`config.mk`:
```
export PLATFORM = sky130hd
export DESIGN_NAME = async_terminal_serial_interface
export DESIGN_NICKNAME = d
export VERILOG_FILES = /design/src/rtl/async_serial_sync.sv /design/src/rtl/async_terminal_serial_interface.sv
export SDC_FILE = /design/constraint.sdc
export NUM_CORES = 1
export LEC_CHECK = 0
export BUFFER_PORTS_ARGS = -buffer_cell sky130_fd_sc_hd__buf_2
export CORE_MARGIN = 1
export CORE_UTILIZATION = 56
export CTS_CLUSTER_SIZE = 40
export DETAILED_ROUTE_END_ITERATION = 12
export PLACE_DENSITY = 0.9
export SETUP_SLACK_MARGIN = 0.2
export SYNTH_ARGS = -nofsm -noshare
export SYNTH_HDL_FRONTEND = slang
export SYNTH_SLANG_ARGS = --single-unit
export TNS_END_PERCENT = 30
```
`constraint.sdc`:
```
create_clock -name clk -period 2.8 [get_ports clk]
set_clock_uncertainty 0.2 [all_clocks]
set_input_delay 0.28 -clock clk [delete_from_list [all_inputs] [get_ports clk]]
set_output_delay 0.28 -clock clk [all_outputs]
set_load 0.01 [all_outputs]
```
`src/rtl/async_serial_sync.sv`:
```
/*
 * Package of shared constants for the terminal serial interface, and the
 * three-stage pin synchroniser used on every line that enters from the terminal.
 * Assumes a single 100 MHz clock and an asynchronous active-low reset.
 */

// ************************************************************
// Shared constants
// ************************************************************
package async_serial_pkg;
	// Device codes: transmitter 11 octal, receiver 10 octal
	localparam logic [5:0] TX_DEV_CODE = 6'h09;
	localparam logic [5:0] RX_DEV_CODE = 6'h08;
	// Priority mask bits, numbered with bit 0 as the most significant
	localparam int TX_MASK_BIT = 15;
	localparam int RX_MASK_BIT = 14;
	// Character field in the accumulator, bits 8 to 15 (bit 8 is the char MSB)
	localparam int CHAR_FIRST_BIT = 8;
	localparam int CHAR_BITS = 8;
	// Line timing
	localparam int CLK_HZ = 100_000_000;
	localparam int BAUD_DEFAULT = 9600;
	localparam int BIT_TIME_NS = 1_000_000_000 / BAUD_DEFAULT;
	localparam int BIT_CYCLES_DEFAULT = BIT_TIME_NS / (1_000_000_000 / CLK_HZ);
	localparam int SLOW_BAUD_LIMIT = 110;
	localparam int STOP_BITS_SLOW = 2;
	localparam int STOP_BITS_FAST = 1;
	localparam int STOP_BITS_DEFAULT =
		(BAUD_DEFAULT <= SLOW_BAUD_LIMIT) ? STOP_BITS_SLOW : STOP_BITS_FAST;
	// Line levels
	localparam logic LINE_MARK = 1'b1;
	localparam logic LINE_SPACE = 1'b0;
	// Transfer kind and flag function of an I/O command
	typedef enum logic [1:0] {
		XFER_NONE = 2'h0,
		XFER_READ_A = 2'h1,
		XFER_WRITE_A = 2'h2
	} xfer_t;
	typedef enum logic [1:0] {
		FN_NONE = 2'h0,
		FN_START = 2'h1,
		FN_CLEAR = 2'h2,
		FN_PULSE = 2'h3
	} func_t;
	// Serial frame states, Gray coded along idle-start-data-stop
	typedef enum logic [1:0] {
		FR_IDLE = 2'h0,
		FR_START = 2'h1,
		FR_DATA = 2'h3,
		FR_STOP = 2'h2
	} frame_t;
endpackage : async_serial_pkg

`timescale 1ns/1ps

// ************************************************************
// Three-stage pin synchroniser
// ************************************************************
module pin_sync3 #(
	parameter logic RESET_LEVEL = 1'b1
) (
	// Clock and reset
	input wire logic clk,
	input wire logic rst_b,
	// Pin and result
	input wire logic pin,
	output logic level
);
	logic ff1_reg;
	logic ff2_reg;
	logic ff3_reg;
	logic level_reg;
	wire agree = (ff2_reg == ff3_reg);

	// Only the second stage reads the first; a change counts once stages two and three agree
	always_ff @(posedge clk or negedge rst_b) begin
		if (!rst_b) begin
			ff1_reg <= RESET_LEVEL;
			ff2_reg <= RESET_LEVEL;
			ff3_reg <= RESET_LEVEL;
			level_reg <= RESET_LEVEL;
		end else begin
			ff1_reg <= pin;
			ff2_reg <= ff1_reg;
			ff3_reg <= ff2_reg;
			if (agree) begin
				level_reg <= ff3_reg;
			end
		end
	end

	assign level = level_reg;
endmodule : pin_sync3

```
`src/rtl/async_terminal_serial_interface.sv`:
```
/*
 * Programmed-I/O asynchronous terminal interface: a transmitter and a receiver
 * that answer as two devices on the processor I/O command port.
 * Assumes the CPU presents one command per io_strobe pulse, decoded here by
 * device code; accumulator and mask words use bit 0 as the most significant.
 */
`timescale 1ns/1ps

module async_terminal_serial_interface #(
	parameter int BIT_CYCLES = async_serial_pkg::BIT_CYCLES_DEFAULT,
	parameter int STOP_BITS = async_serial_pkg::STOP_BITS_DEFAULT
) (
	// Clock and reset
	input wire logic clk,
	input wire logic rst_b,
	// Processor I/O command port
	input wire logic io_strobe,
	input wire logic [5:0] io_device,
	input wire async_serial_pkg::xfer_t io_xfer,
	input wire async_serial_pkg::func_t io_func,
	input wire logic [0:15] acc_in,
	output logic [0:15] acc_out,
	output logic acc_valid,
	// System-wide control commands
	input wire logic io_reset_cmd,
	input wire logic priority_mask_write_cmd,
	input wire logic [0:15] mask_in,
	input wire logic interrupt_acknowledge_cmd,
	output logic intr_req,
	// Device flags for skip tests
	output logic tx_busy,
	output logic tx_done,
	output logic rx_busy,
	output logic rx_done,
	// Terminal line
	input wire logic rxd,
	input wire logic cts,
	output logic txd
);
	localparam int TW = $clog2(BIT_CYCLES + 1);
	localparam logic [TW-1:0] BIT_LOAD = TW'(BIT_CYCLES - 1);
	localparam logic [TW-1:0] HALF_LOAD = TW'(BIT_CYCLES / 2 - 1);
	localparam logic [1:0] STOP_LOAD = 2'(STOP_BITS - 1);

	// ************************************************************
	// Pin synchronisers
	// ************************************************************
	logic rxd_s;
	logic cts_s;
	pin_sync3 #(.RESET_LEVEL(async_serial_pkg::LINE_MARK)) u_rxd_sync (
		.clk(clk), .rst_b(rst_b), .pin(rxd), .level(rxd_s));
	pin_sync3 #(.RESET_LEVEL(1'b0)) u_cts_sync (
		.clk(clk), .rst_b(rst_b), .pin(cts), .level(cts_s));

	// ************************************************************
	// Command decode
	// ************************************************************
	// Two separate device selects on one command port
	wire tx_sel = io_strobe && (io_device == async_serial_pkg::TX_DEV_CODE);
	wire rx_sel = io_strobe && (io_device == async_serial_pkg::RX_DEV_CODE);
	wire fn_start = (io_func == async_serial_pkg::FN_START);
	wire fn_clear = (io_func == async_serial_pkg::FN_CLEAR);
	wire write_char_cmd = tx_sel && (io_xfer == async_serial_pkg::XFER_WRITE_A);
	wire write_char_start_cmd = write_char_cmd && fn_start;
	wire read_char_cmd = rx_sel && (io_xfer == async_serial_pkg::XFER_READ_A);
	wire read_char_restart_cmd = read_char_cmd && fn_start;
	wire read_char_stop_cmd = read_char_cmd && fn_clear;
	wire no_transfer_start_cmd = rx_sel && (io_xfer == async_serial_pkg::XFER_NONE) && fn_start;
	// Any command to a device may start or clear its flags
	wire tx_start = tx_sel && fn_start;
	wire tx_clear = tx_sel && fn_clear;
	wire rx_start = rx_sel && fn_start;
	wire rx_clear = rx_sel && fn_clear;
	wire [7:0] acc_char = acc_in[8:15];

	// ************************************************************
	// Registers
	// ************************************************************
	logic tx_busy_reg, tx_done_reg, rx_busy_reg, rx_done_reg;
	logic tx_dis_reg, rx_dis_reg;
	logic [7:0] tx_hold_reg, rx_hold_reg;
	logic tx_full_reg;
	async_serial_pkg::frame_t tx_state_reg, tx_state_next;
	async_serial_pkg::frame_t rx_state_reg, rx_state_next;
	logic [TW-1:0] tx_tmr_reg, rx_tmr_reg;
	logic [2:0] tx_idx_reg, rx_idx_reg;
	logic [1:0] tx_stop_reg;
	logic [7:0] tx_sh_reg, rx_sh_reg;
	logic txd_reg;
	logic [0:15] acc_out_reg;
	logic acc_valid_reg;

	// ************************************************************
	// Transmitter
	// ************************************************************
	// Hand-off waits one cycle if a transmitter command is in flight, so no flag race arises
	wire tx_tick = (tx_tmr_reg == '0);
	wire tx_load = (tx_state_reg == async_serial_pkg::FR_IDLE) && tx_full_reg && tx_busy_reg
		&& cts_s && !tx_sel && !io_reset_cmd;
	wire tx_last_data = (tx_idx_reg == 3'h7);
	wire tx_last_stop = (tx_stop_reg == 2'h0);

	// Frame sequencer: start, eight data bits LSB first, stop bits
	always_comb begin
		tx_state_next = tx_state_reg;
		case (tx_state_reg)
			async_serial_pkg::FR_IDLE: if (tx_load) tx_state_next = async_serial_pkg::FR_START;
			async_serial_pkg::FR_START: if (tx_tick) tx_state_next = async_serial_pkg::FR_DATA;
			async_serial_pkg::FR_DATA: begin
				if (tx_tick && tx_last_data) tx_state_next = async_serial_pkg::FR_STOP;
			end
			async_serial_pkg::FR_STOP: begin
				if (tx_tick && tx_last_stop) tx_state_next = async_serial_pkg::FR_IDLE;
			end
			default: tx_state_next = async_serial_pkg::FR_IDLE;
		endcase
	end

	// Shifter and bit timer; I/O reset abandons a frame in progress
	always_ff @(posedge clk or negedge rst_b) begin
		if (!rst_b) begin
			tx_state_reg <= async_serial_pkg::FR_IDLE;
			tx_tmr_reg <= '0;
			tx_idx_reg <= 3'h0;
			tx_stop_reg <= 2'h0;
			tx_sh_reg <= 8'h00;
			txd_reg <= async_serial_pkg::LINE_MARK;
		end else if (io_reset_cmd) begin
			tx_state_reg <= async_serial_pkg::FR_IDLE;
			txd_reg <= async_serial_pkg::LINE_MARK;
		end else begin
			tx_state_reg <= tx_state_next;
			tx_tmr_reg <= (tx_load || tx_tick) ? BIT_LOAD : tx_tmr_reg - 1'b1;
			if (tx_load) begin
				tx_sh_reg <= tx_hold_reg;
				tx_idx_reg <= 3'h0;
				tx_stop_reg <= STOP_LOAD;
			end else if (tx_tick && tx_state_reg == async_serial_pkg::FR_DATA) begin
				tx_sh_reg <= {1'b0, tx_sh_reg[7:1]};
				tx_idx_reg <= tx_idx_reg + 3'h1;
			end else if (tx_tick && tx_state_reg == async_serial_pkg::FR_STOP) begin
				tx_stop_reg <= tx_stop_reg - 2'h1;
			end
			// Line idles at mark; start bit is space, data bits follow the shifter LSB, stop bits are mark
			case (tx_state_reg)
				async_serial_pkg::FR_START: txd_reg <= async_serial_pkg::LINE_SPACE;
				async_serial_pkg::FR_DATA: txd_reg <= tx_sh_reg[0];
				default: txd_reg <= async_serial_pkg::LINE_MARK;
			endcase
		end
	end

	// ************************************************************
	// Receiver
	// ************************************************************
	// Start edge is rechecked at mid-bit so a glitch does not start a frame
	wire rx_tick = (rx_tmr_reg == '0);
	wire rx_complete = (rx_state_reg == async_serial_pkg::FR_STOP) && rx_tick
		&& (rxd_s == async_serial_pkg::LINE_MARK) && !io_reset_cmd;

	always_comb begin
		rx_state_next = rx_state_reg;
		case (rx_state_reg)
			async_serial_pkg::FR_IDLE: begin
				if (rxd_s == async_serial_pkg::LINE_SPACE) rx_state_next = async_serial_pkg::FR_START;
			end
			async_serial_pkg::FR_START: begin
				if (rx_tick) begin
					rx_state_next = (rxd_s == async_serial_pkg::LINE_SPACE) ?
						async_serial_pkg::FR_DATA : async_serial_pkg::FR_IDLE;
				end
			end
			async_serial_pkg::FR_DATA: begin
				if (rx_tick && rx_idx_reg == 3'h7) rx_state_next = async_serial_pkg::FR_STOP;
			end
			async_serial_pkg::FR_STOP: if (rx_tick) rx_state_next = async_serial_pkg::FR_IDLE;
			default: rx_state_next = async_serial_pkg::FR_IDLE;
		endcase
	end

	// Assembly runs whether or not the receiver is armed; a bad stop bit drops the character
	always_ff @(posedge clk or negedge rst_b) begin
		if (!rst_b) begin
			rx_state_reg <= async_serial_pkg::FR_IDLE;
			rx_tmr_reg <= '0;
			rx_idx_reg <= 3'h0;
			rx_sh_reg <= 8'h00;
		end else if (io_reset_cmd) begin
			rx_state_reg <= async_serial_pkg::FR_IDLE;
		end else begin
			rx_state_reg <= rx_state_next;
			if (rx_state_reg == async_serial_pkg::FR_IDLE) begin
				rx_tmr_reg <= HALF_LOAD;
				rx_idx_reg <= 3'h0;
			end else begin
				rx_tmr_reg <= rx_tick ? BIT_LOAD : rx_tmr_reg - 1'b1;
			end
			if (rx_tick && rx_state_reg == async_serial_pkg::FR_DATA) begin
				rx_sh_reg <= {rxd_s, rx_sh_reg[7:1]};
				rx_idx_reg <= rx_idx_reg + 3'h1;
			end
		end
	end

	// ************************************************************
	// Holding registers, flags and mask
	// ************************************************************
	// Receiver done set wins over a software clear in the same cycle; any transmitter command blocks the hand-off, so its clear wins
	always_ff @(posedge clk or negedge rst_b) begin
		if (!rst_b) begin
			tx_busy_reg <= 1'b0;
			tx_done_reg <= 1'b0;
			rx_busy_reg <= 1'b0;
			rx_done_reg <= 1'b0;
			tx_dis_reg <= 1'b0;
			rx_dis_reg <= 1'b0;
			tx_full_reg <= 1'b0;
			tx_hold_reg <= 8'h00;
			rx_hold_reg <= 8'h00;
		end else if (io_reset_cmd) begin
			tx_busy_reg <= 1'b0;
			tx_done_reg <= 1'b0;
			rx_busy_reg <= 1'b0;
			rx_done_reg <= 1'b0;
			tx_dis_reg <= 1'b0;
			rx_dis_reg <= 1'b0;
			tx_full_reg <= 1'b0;
		end else begin
			if (write_char_cmd) begin
				tx_hold_reg <= acc_char;
			end
			tx_full_reg <= write_char_cmd || (tx_full_reg && !tx_load);
			// Transmitter: start arms, clear stops, hand-off completes
			if (tx_load) begin
				tx_busy_reg <= 1'b0;
				tx_done_reg <= 1'b1;
			end else if (tx_start) begin
				tx_busy_reg <= 1'b1;
				tx_done_reg <= 1'b0;
			end else if (tx_clear) begin
				tx_busy_reg <= 1'b0;
				tx_done_reg <= 1'b0;
			end
			// Each new character overwrites the last; no overrun guard
			if (rx_complete) begin
				rx_hold_reg <= rx_sh_reg;
			end
			rx_busy_reg <= rx_start || (rx_busy_reg && !rx_clear && !rx_complete);
			rx_done_reg <= rx_complete || (rx_done_reg && !rx_start && !rx_clear);
			if (priority_mask_write_cmd) begin
				tx_dis_reg <= mask_in[async_serial_pkg::TX_MASK_BIT];
				rx_dis_reg <= mask_in[async_serial_pkg::RX_MASK_BIT];
			end
		end
	end

	// ************************************************************
	// Requests and answers to the processor
	// ************************************************************
	// Receiver answers acknowledge first: its character is the one that can be lost
	wire rx_req = rx_done_reg && !rx_dis_reg;
	wire tx_req = tx_done_reg && !tx_dis_reg;
	wire [5:0] ack_code = rx_req ? async_serial_pkg::RX_DEV_CODE : async_serial_pkg::TX_DEV_CODE;
	wire ack_answer = interrupt_acknowledge_cmd && (rx_req || tx_req);

	always_ff @(posedge clk or negedge rst_b) begin
		if (!rst_b) begin
			acc_out_reg <= 16'h0000;
			acc_valid_reg <= 1'b0;
		end else begin
			acc_valid_reg <= read_char_cmd || ack_answer;
			if (read_char_cmd) begin
				acc_out_reg <= {8'h00, rx_hold_reg};
			end else if (ack_answer) begin
				acc_out_reg <= {10'h000, ack_code};
			end
		end
	end

	assign intr_req = rx_req || tx_req;
	assign acc_out = acc_out_reg;
	assign acc_valid = acc_valid_reg;
	assign tx_busy = tx_busy_reg;
	assign tx_done = tx_done_reg;
	assign rx_busy = rx_busy_reg;
	assign rx_done = rx_done_reg;
	assign txd = txd_reg;
endmodule : async_terminal_serial_interface

```
After elaboration in Yosys (flattened, before gate mapping)
Cells that the tools add are included.

word-level totals
  latch bits = 0
  bits in read-only memories = 0
  input port bits = 50
  register bits = 105
  word-level logic and storage cells = 167
  memories = 0
  memory bits (writable) = 0

cells by class
  order comparisons = 0
  reduce and logical (&&, ||, !) cells = 63
  $add $sub $neg = 5
  eq/ne operators = 25
  bitwise operators = 1
  multiplexer cells = 44
  multipliers = 0
  div/mod/pow operators = 0
  shift operators = 0

operator list
  operator               number
  $mux 14                3
  $mux 16                2
  $logic_and 1x1->1      30
  $logic_not 14->1       2
  $mux 2                 14
  $sub 14x1->14 const B  2
  $ne 3x3->1 const B     8
  $mux 1                 16
  $mux 8                 2
  $pmux 2 s4             2
  $eq 2x2->1 const B     6
  $eq 6x4->1 const B     2
  $mux 3                 4
  $reduce_and 2->1       5
  $reduce_bool 2->1      5
  $eq 2x1->1 const B     4
  $logic_not 1->1        8
  $reduce_and 4->1       2
  $add 3x1->3 const B    2
  $eq 3x3->1 const B     2
  $logic_not 2->1        3
  $logic_or 1x1->1       6
  $reduce_bool 4->1      1
  $reduce_and 3->1       1
  5 further kinds        6

Logic depth before layout (Yosys ltp)
Gate-level depths: netlist of the first run.

  depth after elaboration = 10
  depth in mapped cells = 9
  gate-level depth less buffers = 7

Cells and area by module
Synthesis of the first run repeated with hierarchy kept, for this count alone.

unflattened totals
  cell total of the unflattened synthesis = 397
  area total of the unflattened synthesis = 4475.5 µm²

modules (own cells, without submodules)
  module                           cells an instance  sequential area each (µm²)  times used  area an instance (µm²)
  async_terminal_serial_interface  387                2228.4                      1           4247.8
  pin_sync3 (u_rxd_sync)           5                  105.1                       1           116.4
  pin_sync3 (u_cts_sync)           5                  100.1                       1           111.4

Least setup slack after synthesis of the first run
No wires, ideal clock.

  kind = register to register
  start point = register rx_tmr_reg[0]
  end point = register rx_hold_reg[1]
  setup slack = 558 ps
  stages on the path, launching flop included = 8
  arrival time = 1918 ps
  path through = dfrtp_1 > inv_1 > ha_1 > or3b_2 > nor2_1 > nand4_1 > buf_2 > mux2_2

on the way
  cells in the longest elaborated chain, start to end = 5

RTL lines
  item                               RTL line                                source
  start: declaration                 async_terminal_serial_interface.sv:85   logic [TW-1:0] tx_tmr_reg, rx_tmr_reg;
  start signal: assignment           async_terminal_serial_interface.sv:196  rx_tmr_reg <= rx_tick ? BIT_LOAD : rx_tmr_reg - 1'b1;
  $logic_not 14->1                   async_terminal_serial_interface.sv:157  wire rx_tick = (rx_tmr_reg == '0);
  $logic_and 1x1->1                  async_terminal_serial_interface.sv:158  wire rx_complete = (rx_state_reg == async_serial_pkg::FR_STOP) && rx_tick
  $logic_and 1x1->1 (2 in series)    async_terminal_serial_interface.sv:159  && (rxd_s == async_serial_pkg::LINE_MARK) && !io_reset_cmd;
  $reduce_and 2->1 (no source line)  n/a
  end signal: assignment             async_terminal_serial_interface.sv:246  rx_hold_reg <= rx_sh_reg;
  end: declaration                   async_terminal_serial_interface.sv:81   logic [7:0] tx_hold_reg, rx_hold_reg;

No other way between the ends.
A chain may end at the register's enable or synchronous reset.

Final worst setup path of the first run
  start point = register rx_tmr_reg[0]
  end point = register rx_hold_reg[7]

Same word-level chain as after synthesis.

==> results of run 1 <==
-- synth_stat cells (all sizes together) (3+ instances only) --
cell type and n:
dfrtp 92, nand2 82, nor2 37, a21oi 23, o21ai 23, mux2 17, inv 16, buf 15
nand3 15, a31oi 13, clkbuf 9, ha 8, nor3 8, dfstp 5, mux2i 5, nand4 5
nor4 5, or3 5, xnor2 5, nand2b 4, o21a 4, maj3 3, nand4b 3, o22a 3
o22ai 3, o31ai 3
-- timing repair --
item                                   4_1_cts  5_1_grt
endpoints found under the hold margin       37        0
hold buffers                                14        0
resized for setup                            1        2
setup endpoints to repair                    3       30
-- area by class of cell --
cell class	count	area (um2)
fill	571	2590
sequential	97	2430
multi-input combinational	319	1890
timing repair buffer	64	425
clock buffer	10	138
tap	102	128
inverter	17	63.8
clock inverter	6	57.6
-- report_power, final --
| part | switching (W) | internal, W | leakage [nW] |
|---|---|---|---|
| registers | 0.0000753 | 0.00147 | 1.25 |
| logic | 0.000147 | 0.000115 | 1.08 |
| clock network | 0.000514 | 0.000368 | 0.101 |
-- cells by family after synthesis --
group,synth area share
XOR/XNOR,0.0117
other,0.000836
AND/OR/NAND/NOR,0.198
flip-flops,0.543
buffers and inverters,0.0438
AO/OA/AOI/OAI,0.120
adder cells (fa/ha/maj),0.0290
multiplexers,0.0538
-- through the flow --
step,util,total power [W]
after global routing,0.664,0.00281
after global placement,0.620,0.00180
after CTS,0.664,0.00271
final,0.664,0.00269
after floorplan,-,0.00172
after detailed placement,0.620,0.00182
-- worst max-delay path by stage --
| stage | from | endpoint | depth (start not counted) |
|---|---|---|---|
| floorplan | rx_tmr_reg[0]$_DFFE_PN0N_ | rx_hold_reg[1]$_DFFE_PN0P_ | 7 |
| global placement | tx_tmr_reg[0]$_DFFE_PN0N_ | tx_tmr_reg[5]$_DFFE_PN0N_ | 7 |
| detailed placement | tx_tmr_reg[0]$_DFFE_PN0N_ | tx_tmr_reg[5]$_DFFE_PN0N_ | 7 |
| CTS | tx_tmr_reg[0]$_DFFE_PN0N_ | tx_sh_reg[2]$_DFFE_PN0P_ | 8 |
| global route | rx_tmr_reg[0]$_DFFE_PN0N_ | rx_hold_reg[7]$_DFFE_PN0P_ | 7 |
| finish | rx_tmr_reg[0]$_DFFE_PN0N_ | rx_hold_reg[7]$_DFFE_PN0P_ | 7 |
-- per-layer routing --
| metal | track usage | share of wire |
|---|---|---|
| met2 | 0.431 | 0.50 |
| met4 | 0.0952 | 0.017 |
| met5 | 0 | 0 |
| met3 | 0.0477 | 0.056 |
| met1 | 0.305 | 0.42 |
-- worst reg2reg max path, delay by kind of cell, from the launching register on --
family        cells  cell delay [ps]
simple gates      3              980
mux               1              290
buf+inv           2              280
fa+ha+maj         1              190
flops             1              420
==> results.cfg, run 1 <==
[outcome]
outcome = finished clean

[critical_path]
crit_chain = inv_1 > ha_1 > or3b_2 > nor2_1 > nand4_1 > buf_4 > mux2_2
path_buf_inv = 2
worstPathArrival_ps = 2530
r2r_end = rx_hold_reg[7]$_DFFE_PN0P_
regToRegSetupSlack_ps = 310
cp_slowest_cell = or3b_2
startpoint_type = register
end_kind = register
critPathMaxStageDelay_ps = 510
path_max_fanout = 11
cp_top_family = simple AND/OR/NAND/NOR gates
critPathRequiredTime_ps = 2840
critical_path_class = reg2reg
reg2reg_from = rx_tmr_reg[0]$_DFFE_PN0N_
r2r_cells = 7

[cts]
clk_pin_slew_worst_paths_ps = 100
clockRootBuffer = clkbuf_8
clk_latency_ps = 360
post_cts_buffers = 0
cts_tree = done
cts-htree-levels = 3
numCtsBuffers = 9
clockBufferDepth = 2
cts_sinks = 97

[sta]
holdWs_ps = 26.0
fin_setup_tns_ps = 0
grt_setup_unrepaired = yes
setup_viol = 0
relSlewSlack = 0.532
setup_slack_ps = 314
timing.final.max_slew_violations = 0
final_hold_viol_count = 0
period_share = 0.888
layout_min_cycle_time_ps = 2490
tightest_slew_ps = 698
fmax_mhz = 402

[floorplanning]
coreArea_um2 = 7730
fp.dieW_um = 91.5
io_pins = 73
die_h_um = 91.5
core.rowCount = 32
start_util = 0.580
die-area_um2 = 8370

[synth]
yosysTopAreaCell = dfrtp_1
yosysSeqAreaShare = 0.543
postSynthRegisterBits = 97
yosys_warnings = 0
synth_flop_cell = dfrtp_1
synthesis.area_um2 = 4490
yosysUniqueCellTypes = 58
ys_async_sr_fraction = 1.00
ys_top_cells_by_area = dfrtp_1 (51%), nand2_1 (6.9%), mux2_2 (4.3%)
synth_edf_count = 0
syn-mean-instance-area_um2 = 9.97
syn_inst = 450
yosysTopAreaCellShare = 0.513

[placed_design]
place_congestion = 0.866
place_ws_ps = 169
hpwlAfterDp_mm = 6.44
io_buffers = 42
dp_cells = 585
dpl_cell_area_um2 = 4790

[hold_path]
hp-start = priority_mask_write_cmd
hold-path-cell-count = 3
hold_end = tx_dis_reg$_DFFE_PN0P_
hold_class = in2reg

[detailed_routing]
postRouteWirelength_mm = 9.69
routed_via_density = 5.83
vias = 3588
first_pass_iters = 4
drt_iter0_drc = 240
post-route-drc-count = 0
ant_nets = 0
wl_per_cell_um = 15.8

[finish]
num_antenna_cells = 0
finish.instance_area_um2 = 5130
layout_common_cells = dfrtp_1 (92), nand2_1 (82), buf_2 (41), nor2_1 (37), o21ai_0 (23)
stdcell_count = 615
layout.nets = 566
area_growth_pct = 14.4
final_common_cell = dfrtp_1
drive_gt1_frac = 0.197

[global_route]
antenna_found_initial = 0
grt_pass1_vias = 3539
grt_usage = 0.248
grt_overflow = 0
grt_max_degree = 74
grt_pass1_wl_mm = 16.3

[run]
max_cap_viol_count = 0

[power]
pwr_density_cell_nw_per_um2 = 524
power_leakage_nw = 2.43
peakVddDrop_v = 0.000493
Note: power is estimated with default switching activity, not from simulation.
==> run 2: changes to the inputs <==
--- a/config.mk
+++ b/config.mk
@@ -10,6 +10,7 @@
 export CORE_UTILIZATION = 56
 export CTS_CLUSTER_SIZE = 40
 export DETAILED_ROUTE_END_ITERATION = 12
+export HOLD_SLACK_MARGIN = 0.08
 export PLACE_DENSITY = 0.9
 export SETUP_SLACK_MARGIN = 0.2
 export SYNTH_ARGS = -nofsm -noshare
==> constraint.sdc (replaced) <==
create_clock -name clk -period 2.7 [get_ports clk]
set_clock_uncertainty 0.2 [all_clocks]
set_input_delay 0.27 -clock clk [delete_from_list [all_inputs] [get_ports clk]]
set_output_delay 0.27 -clock clk [all_outputs]
set_load 0.01 [all_outputs]
==> results.cfg, run 2 (synthesis results as in run 1) <==
[floorplanning]
die-area_um2 = 8370
coreArea_um2 = 7730
io_pins = 73
die_h_um = 91.5
start_util = 0.580
core.rowCount = 32
fp.dieW_um = 91.5

[detailed_routing]
post-route-drc-count = 0
ant_nets = 0
wl_per_cell_um = 15.5
vias = 3621
first_pass_iters = 5
drt_iter0_drc = 257
routed_via_density = 5.80
top_layer = met4
met3WireLength_um = 487
route.met2.wl_mm = 4.88
drt-met1-wl_mm = 4.17
postRouteWirelength_mm = 9.66

[cts]
cts-htree-levels = 3
clk_pin_slew_worst_paths_ps = 100
clockRootBuffer = clkbuf_8
clockBufferDepth = 2
cts_sinks = 97
cts_tree = done
numCtsBuffers = 9
clk_latency_ps = 360

[finish]
layout.nets = 575
num_antenna_cells = 0
drive_gt1_frac = 0.205
fillers = 552
layout_common_cells = dfrtp_1 (92), nand2_1 (82), buf_2 (41), nor2_1 (36), o21ai_0 (23)
final_common_cell = dfrtp_1
area_growth_pct = 16.0
utilization = 0.673

[global_route]
grt_usage = 0.246
grt_max_degree = 54
grt_pass1_vias = 3462
antenna_found_initial = 0
grt_pass1_wl_mm = 16.1
grt_overflow = 0

[sta]
fmax_mhz = 412
timing.final.max_slew_violations = 0
relSlewSlack = 0.554
period_share = 0.900
layout_min_cycle_time_ps = 2430
grt_setup_unrepaired = yes
setup_viol = 0
tightest_slew_ps = 668
fin_setup_tns_ps = 0
final_hold_viol_count = 0

[critical_path]
path_max_fanout = 10
critical_path_class = reg2reg
regToRegSetupSlack_ps = 270
worstPathArrival_ps = 2520
cp_top_family = simple AND/OR/NAND/NOR gates
end_kind = register
startpoint_type = register
path_buf_inv = 1
critPathRequiredTime_ps = 2790
crit_chain = inv_1 > ha_1 > or4b_1 > and4bb_2 > and3_2 > nand2_1 > a31oi_1
cp_slowest_cell = and4bb_2
critPathMaxStageDelay_ps = 430

[placed_design]
io_buffers = 42
hpwlAfterDp_mm = 6.40
place_congestion = 0.842

[power]
peakVddDrop_v = 0.000575
pwr_density_cell_nw_per_um2 = 536
power_leakage_nw = 2.46

[run]
max_cap_viol_count = 0

[hold_path]
hold_class = in2reg

[outcome]
outcome = finished clean
[run 2: final timing paths]
| check | from | to | cells after the start |
|---|---|---|---|
| max in group asynchronous | rst_b | txd$_DFF_PN1_ | 3 |
| setup reg to reg | tx_tmr_reg[0]$_DFFE_PN0N_ | tx_sh_reg[5]$_DFFE_PN0P_ | 7 |
| min in group asynchronous | rst_b | tx_stop_reg[0]$_DFFE_PN0P_ | 2 |
| hold reg to reg | u_cts_sync.ff1_reg$_DFF_PN0_ | u_cts_sync.ff2_reg$_DFF_PN0_ | 0 |
| setup / recovery | tx_tmr_reg[0]$_DFFE_PN0N_ | tx_sh_reg[5]$_DFFE_PN0P_ | 7 |
| hold / removal | io_func[0] | rx_busy$_DFF_PN0_ | 3 |
[run 2: what timing repair did]
action                     CTS  global route
hold endpoints to repair    61             0
pin swaps                    0             1
setup buffers                0             1
gates resized for setup      1             2
hold buffers                17             0
setup endpoints to repair    5            27
[run 2: report_power, final]
group	switching (W)	internal, W
Combinational	0.000152	0.000130
Sequential	0.0000785	0.00153
Clock	0.000527	0.000374
[run 2: through the flow]
step	instance area (um2)	power, W	std cells	setup slack (ps)	hold WS (ps)
2_1_floorplan	4510	0.00178	457	458	-226
3_3_place_gp	4830	0.00187	590	270	136
3_5_place_dp	4830	0.00189	590	178	139
4_1_cts	5190	0.00280	623	219	83.5
5_1_grt	5200	0.00291	624	169	80.5
6_report	5200	0.00279	624	270	93.9
[run 2: per-layer routing]
metal | GRT usage | vias to the layer above
li1 | - | 1705
met1 | 0.323 | 1781
met4 | 0.0767 | 0
met2 | 0.412 | 125
met5 | 0 | -
met3 | 0.0503 | 10
[run 2: worst reg2reg max path, delay by kind of cell, from the launching register on]
kind,cells,cell delay [ps]
DFF,1,410
adders and majority gates,1,150
and+or+nand+nor,4,1300
AOI/OAI and AO/OA,1,180
buffers and inverters,1,110
[run 2: layout make-up]
cell class | instances | area (um2) | area share
Clock buffer | 10 | 138 | 0.0265
Clock inverter | 6 | 50.0 | 0.00962
Sequential cell | 97 | 2430 | 0.468
Tap cell | 102 | 128 | 0.0245
Multi-Input combinational cell | 319 | 1890 | 0.363
Inverter | 17 | 63.8 | 0.0123
Timing Repair Buffer | 73 | 500 | 0.0962
